<file path="config.mk">
export PLATFORM = sky130hd
export DESIGN_NAME = lsau_unit
export DESIGN_NICKNAME = d
export VERILOG_FILES = /design/src/core/lsau_pkg.sv /design/src/core/lsau_unit.sv
export VERILOG_INCLUDE_DIRS = /design/src /design/src/core
export SDC_FILE = /design/constraint.sdc
export NUM_CORES = 1
export LEC_CHECK = 0
export ABC_AREA = 0
export BUFFER_PORTS_ARGS = -buffer_cell sky130_fd_sc_hd__buf_2
export CORE_UTILIZATION = 50
export DETAILED_ROUTE_END_ITERATION = 10
export PLACE_DENSITY = 0.81
export SKIP_CTS_REPAIR_TIMING = 1
export SYNTH_ARGS = -nofsm -noshare
export SYNTH_HDL_FRONTEND = slang
export SYNTH_SLANG_ARGS = --single-unit
</file>
<file path="constraint.sdc">
create_clock -name I_CORE_CLK -period 3.3 [get_ports I_CORE_CLK]
set_input_delay 0.495 -clock I_CORE_CLK [delete_from_list [all_inputs] [get_ports I_CORE_CLK]]
set_output_delay 0.495 -clock I_CORE_CLK [all_outputs]
set_load 0.1 [all_outputs]
</file>
<file path="src/core/lsau_params.svh">
// Constants for the load/store address unit
`ifndef LSAU_PARAMS_SVH
`define LSAU_PARAMS_SVH
`define LSAU_WORD_STEP 32'h0000_0004
`define LSAU_MAX_SHIFT 2'h3
`define LSAU_PC_REL_MAX 32'h0000_0fff
`define LSAU_PAIR_MAX 32'h0000_03fc
`define LSAU_UNPRIV_MAX 8'hff
`define LSAU_REG_SP 4'hd
`define LSAU_REG_LR 4'he
`define LSAU_REG_PC 4'hf
`define LSAU_BYTE_SIGN 7
`define LSAU_HALF_SIGN 15
`define LSAU_PAIR_SECOND 32'h0000_0004
`endif

</file>
<file path="src/core/lsau_pkg.sv">
// Types for the load/store address unit
package lsau_pkg;
    typedef enum logic [2:0] {
        OP_LOAD_REGOFF = 3'h0,
        OP_STORE_REGOFF = 3'h1,
        OP_LOAD_UNPRIV = 3'h2,
        OP_STORE_UNPRIV = 3'h3,
        OP_LOAD_PCREL = 3'h4,
        OP_LOAD_PAIR_PCREL = 3'h5,
        OP_LOAD_MULTIPLE = 3'h6,
        OP_STORE_MULTIPLE = 3'h7
    } lsau_op_type;

    // Multiple-transfer mode including the stack synonyms
    typedef enum logic [2:0] {
        MODE_DEFAULT = 3'h0,
        MODE_INC_AFTER = 3'h1,
        MODE_DEC_BEFORE = 3'h2,
        MODE_FD_POP = 3'h3,
        MODE_EA_POP = 3'h4,
        MODE_EA_PUSH = 3'h5,
        MODE_FD_PUSH = 3'h6
    } lsau_mode_type;

    typedef enum logic [1:0] {
        SIZE_WORD = 2'h0,
        SIZE_HALF = 2'h1,
        SIZE_BYTE = 2'h2
    } lsau_size_type;

    typedef enum logic [1:0] {
        ST_IDLE = 2'h0,
        ST_ACCESS = 2'h1,
        ST_WAIT = 2'h2,
        ST_FINISH = 2'h3
    } lsau_state_type;

    typedef struct packed {
        lsau_op_type op;
        lsau_mode_type mode;
        lsau_size_type size;
        logic is_signed;
        logic writeback;
        logic privileged;
        logic [3:0] transfer_reg;
        logic [3:0] second_transfer_reg;
        logic [3:0] base_reg;
        logic [1:0] shift_left_amount;
        logic [31:0] base_val;
        logic [31:0] offset_val;
        logic [31:0] pc_val;
        logic [15:0] register_set;
        logic [31:0] store_set_data;
    } lsau_cmd_type;

    typedef struct packed {
        logic req;
        logic write;
        logic unpriv;
        lsau_size_type size;
        logic [31:0] addr;
        logic [31:0] wdata;
    } lsau_mem_type;

    typedef struct packed {
        logic we;
        logic [3:0] idx;
        logic [31:0] data;
    } lsau_wb_type;

    typedef struct packed {
        lsau_state_type state;
        lsau_cmd_type cmd;
        logic incr;
        logic [15:0] remaining;
        logic [31:0] addr;
        logic [31:0] final_addr;
        logic [3:0] cur_reg;
        logic pair_second;
        lsau_mem_type mem;
        lsau_wb_type wb;
        logic branch;
        logic [31:0] branch_target;
        logic busy;
        logic done;
    } lsau_state_all_type;
endpackage

</file>
<file path="src/core/lsau_unit.sv">
// Load/store address generation, extension, writeback and branch
`timescale 1ns/10ps
`include "lsau_params.svh"
module lsau_unit (
    input wire logic I_CORE_CLK,
    input wire logic I_RST_B,
    input wire logic i_cmd_valid,
    input wire lsau_pkg::lsau_cmd_type i_cmd,
    input wire logic i_mem_ready,
    input wire logic i_rdata_valid,
    input wire logic [31:0] i_rdata,
    output logic o_busy,
    output logic o_done,
    output lsau_pkg::lsau_mem_type o_mem,
    output lsau_pkg::lsau_wb_type o_wb,
    output logic o_branch,
    output logic [31:0] o_branch_target,
    output logic o_flags_we
);
    lsau_pkg::lsau_state_all_type r;
    lsau_pkg::lsau_state_all_type next_r;

    // Widen a loaded value by size and signedness
    function automatic logic [31:0] extend(input logic [31:0] d,
                                           input lsau_pkg::lsau_size_type sz,
                                           input logic sgn);
        logic [31:0] res;
        res = d;
        case (sz)
            lsau_pkg::SIZE_BYTE: begin
                res = {{24{sgn & d[`LSAU_BYTE_SIGN]}}, d[7:0]};
            end
            lsau_pkg::SIZE_HALF: begin
                res = {{16{sgn & d[`LSAU_HALF_SIGN]}}, d[15:0]};
            end
            default: begin
                res = d;
            end
        endcase
        return res;
    endfunction

    // Index of lowest or highest set bit
    function automatic logic [3:0] pick_reg(input logic [15:0] set, input logic low);
        logic [3:0] idx;
        idx = 4'h0;
        for (int i = 0; i < 16; i++) begin
            // Lowest pick takes only a bit with nothing set below it
            if (set[i] && (!low || (set & ((16'h1 << i) - 16'h1)) == 16'h0)) begin
                idx = 4'(i);
            end
        end
        if (low && set[0]) begin
            idx = 4'h0;
        end
        return idx;
    endfunction

    // Number of registers in a set
    function automatic logic [31:0] count_regs(input logic [15:0] set);
        logic [31:0] n;
        n = 32'h0;
        for (int i = 0; i < 16; i++) begin
            n = n + {31'h0, set[i]};
        end
        return n;
    endfunction

    // Clamp a signed program-counter-relative offset
    function automatic logic [31:0] clamp(input logic [31:0] off, input logic [31:0] lim);
        logic [31:0] res;
        res = off;
        if (!off[31] && off > lim) begin
            res = lim;
        end else if (off[31] && (32'h0 - off) > lim) begin
            res = 32'h0 - lim;
        end
        return res;
    endfunction

    // Next-state logic for all transfer forms
    always_comb begin
        logic [31:0] addr;
        logic [31:0] n;
        logic is_load;
        logic [31:0] ext;
        addr = 32'h0;
        n = 32'h0;
        is_load = 1'b0;
        ext = 32'h0;
        next_r = r;
        next_r.done = 1'b0;
        next_r.wb.we = 1'b0;
        next_r.branch = 1'b0;
        case (r.state)
            lsau_pkg::ST_IDLE: begin
                if (i_cmd_valid) begin
                    next_r.cmd = i_cmd;
                    next_r.busy = 1'b1;
                    next_r.pair_second = 1'b0;
                    next_r.remaining = i_cmd.register_set;
                    case (i_cmd.op)
                        lsau_pkg::OP_LOAD_REGOFF, lsau_pkg::OP_STORE_REGOFF: begin
                            // Offset register shifted 0..3, neither source written
                            addr = i_cmd.base_val +
                                   (i_cmd.offset_val << (i_cmd.shift_left_amount &
                                                         `LSAU_MAX_SHIFT));
                        end
                        lsau_pkg::OP_LOAD_UNPRIV, lsau_pkg::OP_STORE_UNPRIV: begin
                            // Omitted offset arrives as zero
                            addr = i_cmd.base_val +
                                   {24'h0, i_cmd.offset_val[7:0] & `LSAU_UNPRIV_MAX};
                        end
                        lsau_pkg::OP_LOAD_PCREL: begin
                            addr = i_cmd.pc_val +
                                   clamp(i_cmd.offset_val, `LSAU_PC_REL_MAX);
                        end
                        lsau_pkg::OP_LOAD_PAIR_PCREL: begin
                            addr = i_cmd.pc_val +
                                   clamp(i_cmd.offset_val, `LSAU_PAIR_MAX);
                        end
                        default: begin
                            // Stack synonyms fold into the two base modes
                            n = count_regs(i_cmd.register_set);
                            if (i_cmd.mode == lsau_pkg::MODE_DEC_BEFORE ||
                                i_cmd.mode == lsau_pkg::MODE_EA_POP ||
                                i_cmd.mode == lsau_pkg::MODE_FD_PUSH) begin
                                next_r.incr = 1'b0;
                                next_r.final_addr = i_cmd.base_val -
                                                    `LSAU_WORD_STEP * (n - 32'h1);
                                addr = i_cmd.base_val;
                                next_r.cur_reg = pick_reg(i_cmd.register_set, 1'b0);
                            end else begin
                                next_r.incr = 1'b1;
                                next_r.final_addr = i_cmd.base_val +
                                                    `LSAU_WORD_STEP * (n - 32'h1);
                                addr = i_cmd.base_val;
                                next_r.cur_reg = pick_reg(i_cmd.register_set, 1'b1);
                            end
                        end
                    endcase
                    next_r.addr = addr;
                    next_r.state = lsau_pkg::ST_ACCESS;
                end
            end
            lsau_pkg::ST_ACCESS: begin
                is_load = (r.cmd.op != lsau_pkg::OP_STORE_REGOFF &&
                           r.cmd.op != lsau_pkg::OP_STORE_UNPRIV &&
                           r.cmd.op != lsau_pkg::OP_STORE_MULTIPLE);
                next_r.mem.req = 1'b1;
                next_r.mem.write = !is_load;
                next_r.mem.addr = r.addr;
                next_r.mem.wdata = r.cmd.store_set_data;
                // Unprivileged only bites when the core is privileged
                next_r.mem.unpriv = (r.cmd.op == lsau_pkg::OP_LOAD_UNPRIV ||
                                     r.cmd.op == lsau_pkg::OP_STORE_UNPRIV) ||
                                    !r.cmd.privileged;
                next_r.mem.size = (r.cmd.op == lsau_pkg::OP_LOAD_MULTIPLE ||
                                   r.cmd.op == lsau_pkg::OP_STORE_MULTIPLE ||
                                   r.cmd.op == lsau_pkg::OP_LOAD_PAIR_PCREL) ?
                                  lsau_pkg::SIZE_WORD : r.cmd.size;
                if (r.mem.req && i_mem_ready) begin
                    next_r.mem.req = 1'b0;
                    next_r.state = is_load ? lsau_pkg::ST_WAIT : lsau_pkg::ST_FINISH;
                end
            end
            lsau_pkg::ST_WAIT: begin
                if (i_rdata_valid) begin
                    ext = extend(i_rdata, r.mem.size, r.cmd.is_signed);
                    next_r.wb.we = 1'b1;
                    next_r.wb.idx = (r.cmd.op == lsau_pkg::OP_LOAD_MULTIPLE) ? r.cur_reg :
                                    (r.pair_second ? r.cmd.second_transfer_reg :
                                     r.cmd.transfer_reg);
                    next_r.wb.data = ext;
                    if (next_r.wb.idx == `LSAU_REG_PC) begin
                        next_r.branch = 1'b1;
                        next_r.branch_target = {ext[31:1], 1'b0};
                    end
                    next_r.state = lsau_pkg::ST_FINISH;
                end
            end
            default: begin
                // Advance to the next word or close the instruction
                next_r.remaining[r.cur_reg] = 1'b0;
                if (r.cmd.op == lsau_pkg::OP_LOAD_PAIR_PCREL && !r.pair_second) begin
                    next_r.pair_second = 1'b1;
                    next_r.addr = r.addr + `LSAU_PAIR_SECOND;
                    next_r.state = lsau_pkg::ST_ACCESS;
                end else if ((r.cmd.op == lsau_pkg::OP_LOAD_MULTIPLE ||
                              r.cmd.op == lsau_pkg::OP_STORE_MULTIPLE) &&
                             next_r.remaining != 16'h0) begin
                    next_r.cur_reg = pick_reg(next_r.remaining, r.incr);
                    next_r.addr = r.incr ? r.addr + `LSAU_WORD_STEP :
                                  r.addr - `LSAU_WORD_STEP;
                    next_r.state = lsau_pkg::ST_ACCESS;
                end else begin
                    if ((r.cmd.op == lsau_pkg::OP_LOAD_MULTIPLE ||
                         r.cmd.op == lsau_pkg::OP_STORE_MULTIPLE) && r.cmd.writeback) begin
                        next_r.wb.we = 1'b1;
                        next_r.wb.idx = r.cmd.base_reg;
                        next_r.wb.data = r.final_addr;
                    end
                    next_r.busy = 1'b0;
                    next_r.done = 1'b1;
                    next_r.state = lsau_pkg::ST_IDLE;
                end
            end
        endcase
    end

    // State register
    always_ff @(posedge I_CORE_CLK or negedge I_RST_B) begin
        if (!I_RST_B) begin
            r <= '0;
        end else begin
            r <= next_r;
        end
    end

    // Outputs straight from flops; flags never written
    assign o_busy = r.busy;
    assign o_done = r.done;
    assign o_mem = r.mem;
    assign o_wb = r.wb;
    assign o_branch = r.branch;
    assign o_branch_target = r.branch_target;
    assign o_flags_we = 1'b0;
endmodule

</file>
# == Yosys cells after proc, flatten, opt, wreduce, memory -nomap -nowiden ==
# Index checks and enable logic that the tools add are counted.
# Widths: inputs -> output; s select.
# word_totals
out_inout_bits,142
wordCells,320
ff_bits,397
# op_classes
n_lt_le_gt_ge,6
eq_ne,29
n_mux,96
shift,1
n_addsub,25
reduce_logical,121
bitwise,7
# op_table
cell,n
$logic_not 16->1,30
$mux 32,13
$mux 257,1
$mux 4,48
$add 32x32->32,4
$pmux 32 s4,1
$mux 37,3
$pmux 48 s2,1
$pmux 37 s2,1
$mux 36,2
$mux 70,1
$mux 33,2
$gt 32x10->1 const B,2
$gt 32x12->1 const B,2
$pmux 32 s2,1
$logic_and 1x1->1,42
$add 32x3->32 const B,1
$add 32x8->32,1
$shl 32x2->32,1
$sub 1x32->32 const A,1
$sub 32x3->32 const B,1
$sub 32x32->32,1
$eq 3x3->1 const B,7
$logic_or 1x1->1,21
51 further kinds,97

# == Longest topological paths before layout ==
# Gate-level depths: netlist of run 1.
# depth
depth_word,28
mapped_depth,29

# == Least setup slack after synthesis of run 1 ==
# No wires, ideal clock.
# synth_timing
path_kind,input -> register
startpoint,input i_cmd[36] (netlist name)
endpoint,register r[176] (netlist name)
stages,27
path_slack_ps,-3766
arrival_time_ps,6932
required_ps,3166
cell_sequence,inv_1 -> fa_1 -> fa_1 -> fa_1 -> fa_1 -> fa_1 -> fa_1 -> inv_1 -> a21o_1 -> a21oi_1 -> ha_1 -> nand4b_1 -> or3b_2 -> clkbuf_1 -> o211ai_1 -> o21a_1 -> ha_1 -> and3_1 -> a31oi_1 -> o21ai_0 -> a31oi_1 -> o31ai_1 -> a41o_1 -> o2111ai_1 -> a21oi_1 -> xnor2_1 -> o21ai_0
# synth_between
elab_chain_len,15
elab_cells_between_ends,16
cone_classes,add/sub: 15; mux: 1
# synth_rtl
element,line_no,rtl
from (decl),lsau_unit.sv:8,"input wire lsau_pkg::lsau_cmd_type i_cmd,"
$add 4x1->5 *,lsau_unit.sv:64,"n = n + {31'h0, set[i]};"
$add 5x1->6 *,lsau_unit.sv:64,
$add 6x1->7 *,lsau_unit.sv:64,
$add 7x1->8 *,lsau_unit.sv:64,
$add 8x1->9 *,lsau_unit.sv:64,
$add 9x1->10 *,lsau_unit.sv:64,
$add 10x1->11 *,lsau_unit.sv:64,
$add 11x1->12 *,lsau_unit.sv:64,
$add 12x1->13 *,lsau_unit.sv:64,
$add 13x1->14 *,lsau_unit.sv:64,
$add 14x1->15 *,lsau_unit.sv:64,
$add 15x1->16 *,lsau_unit.sv:64,
$sub 16x1->17 *,"lsau_unit.sv:130, lsau_unit.sv:136",
$add 32x32->32 or $sub 32x32->32 (tied branches),"lsau_unit.sv:135, lsau_unit.sv:129",
$mux 36 *,lsau_unit.sv:125,if (i_cmd.mode == lsau_pkg::MODE_DEC_BEFORE ||
to (signal assigned),lsau_unit.sv:216,r <= next_r;
to (decl),lsau_unit.sv:20,lsau_pkg::lsau_state_all_type r;
# Mark *: on every way between the ends. The rest lies on a longest branch, timed or not.
# A chain may end at the register's enable or synchronous reset.

# == Worst setup path after layout of run 1 ==
# layout_timing
startpoint,input i_cmd[42] (netlist name)
endpoint,register r[175] (netlist name)
# layout_between
elab_chain_len,9
elab_cells_between_ends,10
cone_classes,add/sub: 9; mux: 1
# layout_rtl
element,line_no
$add 10x1->11 *,lsau_unit.sv:64
$add 11x1->12 *,lsau_unit.sv:64
$add 12x1->13 *,lsau_unit.sv:64
$add 13x1->14 *,lsau_unit.sv:64
$add 14x1->15 *,lsau_unit.sv:64
$add 15x1->16 *,lsau_unit.sv:64
$sub 16x1->17 *,"lsau_unit.sv:130, lsau_unit.sv:136"
$add 32x32->32 or $sub 32x32->32 (tied branches),"lsau_unit.sv:135, lsau_unit.sv:129"
$mux 36 *,lsau_unit.sv:125
# Marked as above.

==> results.yml, run 1 <==
pwr:
  powerDensity_nw_per_um2: 975
  p_leak_uw: 0.0135
  p_comb_frac: 0.656
  switching_power_uw: 14600
  peakVddDrop_mv: 0.790
  intPower_uw: 13200
  clkPwrFrac: 0.127
  p_sw_frac: 0.526
  p_seq_frac: 0.216
worst_setup_path:
  max_stage_delay_ns: 0.51
  worstReg2RegStart: "r[142]$_DFFE_PN0P_"
  crit_path_start_kind: "input port"
  worstSetupPathType: "input port to flop"
  end_kind: "flop"
  crit_required_ns: 3.75
  critical_path_arrival_ns: 6.84
  ff2ff_setup_slack_ns: 0.23
  path_max_fanout: 4
  cpMostUsedCell: "fa_1"
  r2r_cells: 11
  slowest_stage: "fa_1"
  r2r_end: "r[206]$_DFFE_PN0P_"
synth:
  yosysTopAreaCell: "dfrtp_1"
  synthArstFlopShare: 1.00
  ys_warn_count: 0
  synth_most_common_cell: "nand2_1"
  synth_edf_count: 0
  synth-main-ff-cell: "dfrtp_1"
  ys_ff_latch: 280
  synth_top_area_frac: 0.323
  syn_inst: 2551
  synth.distinct_cells: 86
  synth_common_cells: "377 x nand2_1, 280 x dfrtp_1, 184 x a21oi_1"
  syn_avg_cell_area_um2: 8.49
  synth_area_leaders: "dfrtp_1 32%, ha_1 6.8%, nand2_1 6.5%"
  synth_area_um2: 21700
  ys_seq_area_frac: 0.323
routing:
  wl_per_cell_um: 20.5
  dr.pass1.iters: 6
  via_count: 21700
  drt_iter0_drc: 1692
  post-route-drc-count: 0
  vias_per_cell: 5.91
  final_antenna_net_count: 0
  routed_wl_um: 75200
final_layout:
  nNetsFinal: 3410
  multi_input_area_um2: 14300
  fillCellCount: 3259
  fin_cells: 3674
  regArea_um2: 7010
  drive_gt1_frac: 0.390
  finalInstanceArea_um2: 28500
  syn_to_final_growth_pct: 31.8
status:
  outcome: "finished with violations"
  violations: "negative setup slack"
placement:
  gp_congestion: 1.00
  dpl_cell_area_um2: 26000
  dp.cells: 3592
  io_buffers: 345
  dp_hpwl_um: 56900
sta:
  slew_headroom: 0.402
  grt_setup_unrepaired: "yes"
  skew_ns: 0.0209
  max_freq_ghz: 0.157
  hold_viol_final: 0
  period_share: 1.94
  setup_viol: 60
  setup_ws_ns: -3.09
  tightest_slew_ns: 0.894
  period_minus_slack_ns: 6.39
  drv_slew: 0
clock_network:
  cts_tree: "yes"
  cts.sinks: 280
  cts_buffer_depth: 3
  ctsHtreeMaxLevel: 1
  clk_pin_slew_ns: 0.07
  cts_buffers: 30
  insertion_delay_ns: 0.58
  cts-root-buf: "clkbuf_16"
global_routing:
  overflow: 0
  grt_pass1_vias: 20900
  grt_pass1_wl_um: 111000
  antenna_found_initial: 2
  track_usage: 0.318
  grt_start_max_net_pins: 96
floorplan:
  die_w_um: 210
  initial_utilization: 0.512
  ios: 348
  die_h_um: 210
  core-area_um2: 42300
  die_area_um2: 44200
  rows: 75
min_path:
  hp-class: "input port to flop"
  min_from: "i_cmd[3]"
  hold_depth: 3
  min_to: "r[230]$_DFFE_PN0P_"
flow_run:
  maxCapViolCount: 0
-- placed cells by master (no fill, tap or decap), drive strengths merged, types with 23 or more instances in the layout --
| cell | n |
|---|---|
| o211ai | 27 |
| clkbuf | 39 |
| buf | 772 |
| xnor2 | 53 |
| nand3 | 35 |
| a21o | 61 |
| o21a | 27 |
| nor2 | 155 |
| inv | 77 |
| a22oi | 45 |
| a21oi | 184 |
| nand2 | 378 |
| nor3 | 61 |
| o21ai | 196 |
| or3 | 23 |
| dfrtp | 280 |
| a31oi | 32 |
| nor2b | 44 |
| mux2 | 111 |
| ha | 118 |
| xor2 | 33 |
-- critical path: cells and delay by family --
kind | cells | cell delay, ns
buffers and inverters | 6 | 0.61
adders and majority gates | 8 | 3.25
xor gates and xnor gates | 1 | 0.13
and+or+nand+nor | 3 | 0.86
AOI/OAI and AO/OA | 9 | 1.48
-- layout make-up --
type,count,share of cell area
Sequential cell,280,0.245
Tap cell,577,0.0253
Timing Repair Buffer,773,0.183
Clock buffer,39,0.0292
Multi-Input combinational cell,1909,0.499
Clock inverter,16,0.00758
Inverter,78,0.0103
Antenna cell,2,0.000175
-- per-stage QoR --
| step | total power, µW | setup WS (ns) | TNS [ns] | utilization | hold slack, ns |
|---|---|---|---|---|---|
| 3_3_place_gp | 22100 | -3.65 | -141.68 | 0.614 | 0.448 |
| 5_1_grt | 29300 | -3.28 | -115.55 | 0.675 | 0.0964 |
| 3_5_place_dp | 22500 | -3.78 | -148.00 | 0.614 | 0.448 |
| 4_1_cts | 26200 | -3.24 | -111.98 | 0.639 | -0.0249 |
| 6_report | 27800 | -3.09 | -108.14 | 0.675 | 0.107 |
| 2_1_floorplan | 18800 | -3.45 | -108.86 | - | 0.199 |
-- how the worst max path moves through the flow --
stage	slack, ns	to	cells past startpoint	start
after global routing	-3.28	r[177]$_DFFE_PN0P_	29	i_cmd[42]
after floorplan	-3.45	r[175]$_DFFE_PN0P_	26	i_cmd[46]
after detailed placement	-3.78	r[176]$_DFFE_PN0P_	27	i_cmd[46]
after global placement	-3.65	r[175]$_DFFE_PN0P_	26	i_cmd[46]
after CTS	-3.24	r[176]$_DFFE_PN0P_	27	i_cmd[46]
final	-3.09	r[175]$_DFFE_PN0P_	27	i_cmd[42]
-- cells by family (layout without fill, tap and decap cells) --
| kind of cell | count (synthesis) | count (layout) | share of synthesized area |
|---|---|---|---|
| simple gates | 817 | 817 | 0.175 |
| compound gates | 721 | 721 | 0.210 |
| buf+inv | 363 | 906 | 0.0878 |
| flops | 280 | 280 | 0.323 |
| mux | 151 | 151 | 0.0877 |
| fa+ha+maj | 132 | 132 | 0.0811 |
| xor+xnor | 86 | 86 | 0.0348 |
| other cells | 1 | 4 | 0.000173 |
-- power groups by stage --
stage	Sequential (µW)	Combinational (µW)	Clock, µW
after floorplan	5630	13200	0
after global placement	5940	16200	0
after detailed placement	6040	16500	0
after CTS	6000	16600	3600
after global routing	6180	19300	3750
final	6020	18300	3550
-- metal layers --
metal / wire, µm / GRT usage
met1: 29400 / 0.393
met2: 36300 / 0.538
met3: 4940 / 0.0375
met4: 4550 / 0.180
met5: 10 / 0
-- registers in the layout, summed over array words and instances, names as in the netlist --
| register | flops |
|---|---|
| o_branch_target | 31 |
| o_mem | 69 |
| o_branch | 1 |
| r | 140 |
| o_done | 1 |
| o_wb | 37 |
| o_busy | 1 |
No activity file was read; power rests on OpenSTA's default activity.
==> run 2: changes to the inputs <==
Settings changed: CORE_UTILIZATION 50 to 35, GPL_TIMING_DRIVEN set to 0, PLACE_DENSITY 0.81 to 0.63, RECOVER_POWER set to 100.
==> run 2 against run 1 <==
The run ends with max-capacitance violations, max-slew violations, negative setup slack left. Cell count rose by 3.3%. Total power fell by 2.0%. Clock skew rose by 0.0020 ns. Sequential power fell by 1%. Via count fell by 5.2%. Clock power rose by 11%. Highest routed layer unchanged.
==> results.yml, run 2 (synthesized netlist as in run 1, its figures left out) <==
global_routing:
  overflow: 0
  track_usage: 0.229
  antenna_found_initial: 5
  grt_pass1_vias: 18900
  grt_start_max_net_pins: 112
  grt_pass1_wl_um: 112000
final_layout:
  fillCellCount: 6023
  regArea_um2: 7010
  nNetsFinal: 3325
  drive_gt1_frac: 0.278
  multi_input_area_um2: 14200
  largest_register_ffs: 140
  mostFrequentLayoutCells: "367 x nand2_1, 279 x dfrtp_1, 263 x clkbuf_1"
  fin_cells: 3795
  final_common_cell: "nand2_1"
  top_register: "r"
  syn_to_final_growth_pct: 26.7
status:
  outcome: "finished with violations"
  violations: "max-capacitance violations, max-slew violations, negative setup slack"
routing:
  vias_per_cell: 5.43
  via_count: 20600
  final_antenna_net_count: 0
  drt_iter0_drc: 1735
  dr.pass1.iters: 9
  post-route-drc-count: 0
  wl_per_cell_um: 20.1
  routed_wl_um: 76200
worst_setup_path:
  end_kind: "flop"
  worstSetupPathType: "input port to flop"
  critical_path_arrival_ns: 7.14
  r2r_cells: 13
  crit_required_ns: 3.71
  crit_path_start_kind: "input port"
  path_max_fanout: 4
sta:
  hold_viol_final: 0
  tightest_slew_ns: 1.79
  skew_ns: 0.0229
  setup_viol: 99
  slew_headroom: -0.192
  max_freq_ghz: 0.149
  setup_ws_ns: -3.42
  period_minus_slack_ns: 6.72
  drv_slew: 72
  grt_setup_unrepaired: "yes"
  period_share: 2.04
floorplan:
  core-area_um2: 60800
  initial_utilization: 0.356
  ios: 348
  die_w_um: 251
  die_h_um: 251
  rows: 90
  die_area_um2: 62900
placement:
  pre_cts_slack_ns: -4.29
  io_buffers: 342
  dp_hpwl_um: 59200
  dp.cells: 3678
  gp_congestion: 0.935
clock_network:
  insertion_delay_ns: 0.55
  cts.sinks: 280
  clk_pin_slew_ns: 0.06
  cts_tree: "yes"
  cts_buffer_depth: 3
  ctsHtreeMaxLevel: 2
  cts-root-buf: "clkbuf_16"
  cts_buffers: 34
min_path:
  hp-class: "input port to flop"
  hold_depth: 3
flow_run:
  maxCapViolCount: 1
pwr:
  power_uw: 27300
  peakVddDrop_mv: 0.725
  p_leak_uw: 0.0122
  powerDensity_nw_per_um2: 994
-- run 2: changes by cell type in the layout (fill, tap and decap cells not counted), moves of 6 or more --
cell and change:
buf_4 -198, buf_2 -142, nand2_1 +6, buf_6 -16, xnor2_2 -7, xnor2_1 +6, clkbuf_1 +259, clkbuf_2 +8
-- run 2: area by class of cell --
cell class	instances	area share
multi-input combinational	1909	0.516
sequential	280	0.255
timing repair buffer	401	0.0798
buffer	283	0.0595
tap	782	0.0356
clock buffer	45	0.0343
inverter	78	0.0108
clock inverter	13	0.00798
antenna	4	0.000365
-- run 2: metal layers --
layer / GRT usage / routed length [µm]
met4: 0.0824 / 2520
met5: 0 / 12
met1: 0.310 / 32800
met3: 0.0386 / 5220
met2: 0.367 / 35600
-- run 2: path summary, 6_finish.rpt --
check | from | end | slack (ns)
min in group asynchronous | I_RST_B | o_wb[28]$_DFFE_PN0P_ | 0.97
max | i_cmd[40] | r[174]$_DFFE_PN0P_ | -3.42
max reg2reg | r[144]$_DFFE_PN0P_ | o_wb[14]$_DFFE_PN0P_ | -0.38
min reg2reg | r[385]$_DFFE_PN0P_ | o_mem[66]$_DFFE_PN0P_ | 0.46
min | i_cmd[3] | r[230]$_DFFE_PN0P_ | 0.15
max in group asynchronous | I_RST_B | r[145]$_DFFE_PN0P_ | 0.17
-- run 2: power breakdown --
group | internal, µW | total [µW] | switching (µW)
logic | 5500 | 17400 | 11900
clock network | 2410 | 3930 | 1520
registers | 4890 | 5930 | 1040
-- run 2: worst max-delay path: stages --
cell and delay (ns):
buf_12 0.08, inv_4 0.03, fa_1 0.58, fa_1 0.46, fa_1 0.54, fa_1 0.43
fa_2 0.41, fa_2 0.37, inv_2 0.05, a21o_1 0.14, a21oi_4 0.07, ha_4 0.28
nand4b_1 0.13, or3b_4 0.44, o211ai_1 0.26, buf_4 0.17, o21a_1 0.18, ha_4 0.23
a21o_1 0.17, a21o_1 0.17, a21oi_2 0.17, o221a_2 0.23, o31ai_4 0.08, a41o_1 0.28
o2111ai_2 0.24, nand2b_1 0.13, xnor2_2 0.24, o21ai_1 0.08
-- run 2: per-stage QoR --
stage,hold slack (ns),setup TNS (ns),utilization,cell area [µm²]
floorplan,0.199,-108.86,-,22000
finish,0.152,-124.72,0.451,27400
detailed placement,0.459,-158.06,0.407,24800
CTS,-0.0896,-123.59,0.426,25900
global route,0.142,-179.44,0.451,27400
global placement,0.446,-1177.78,0.406,24700
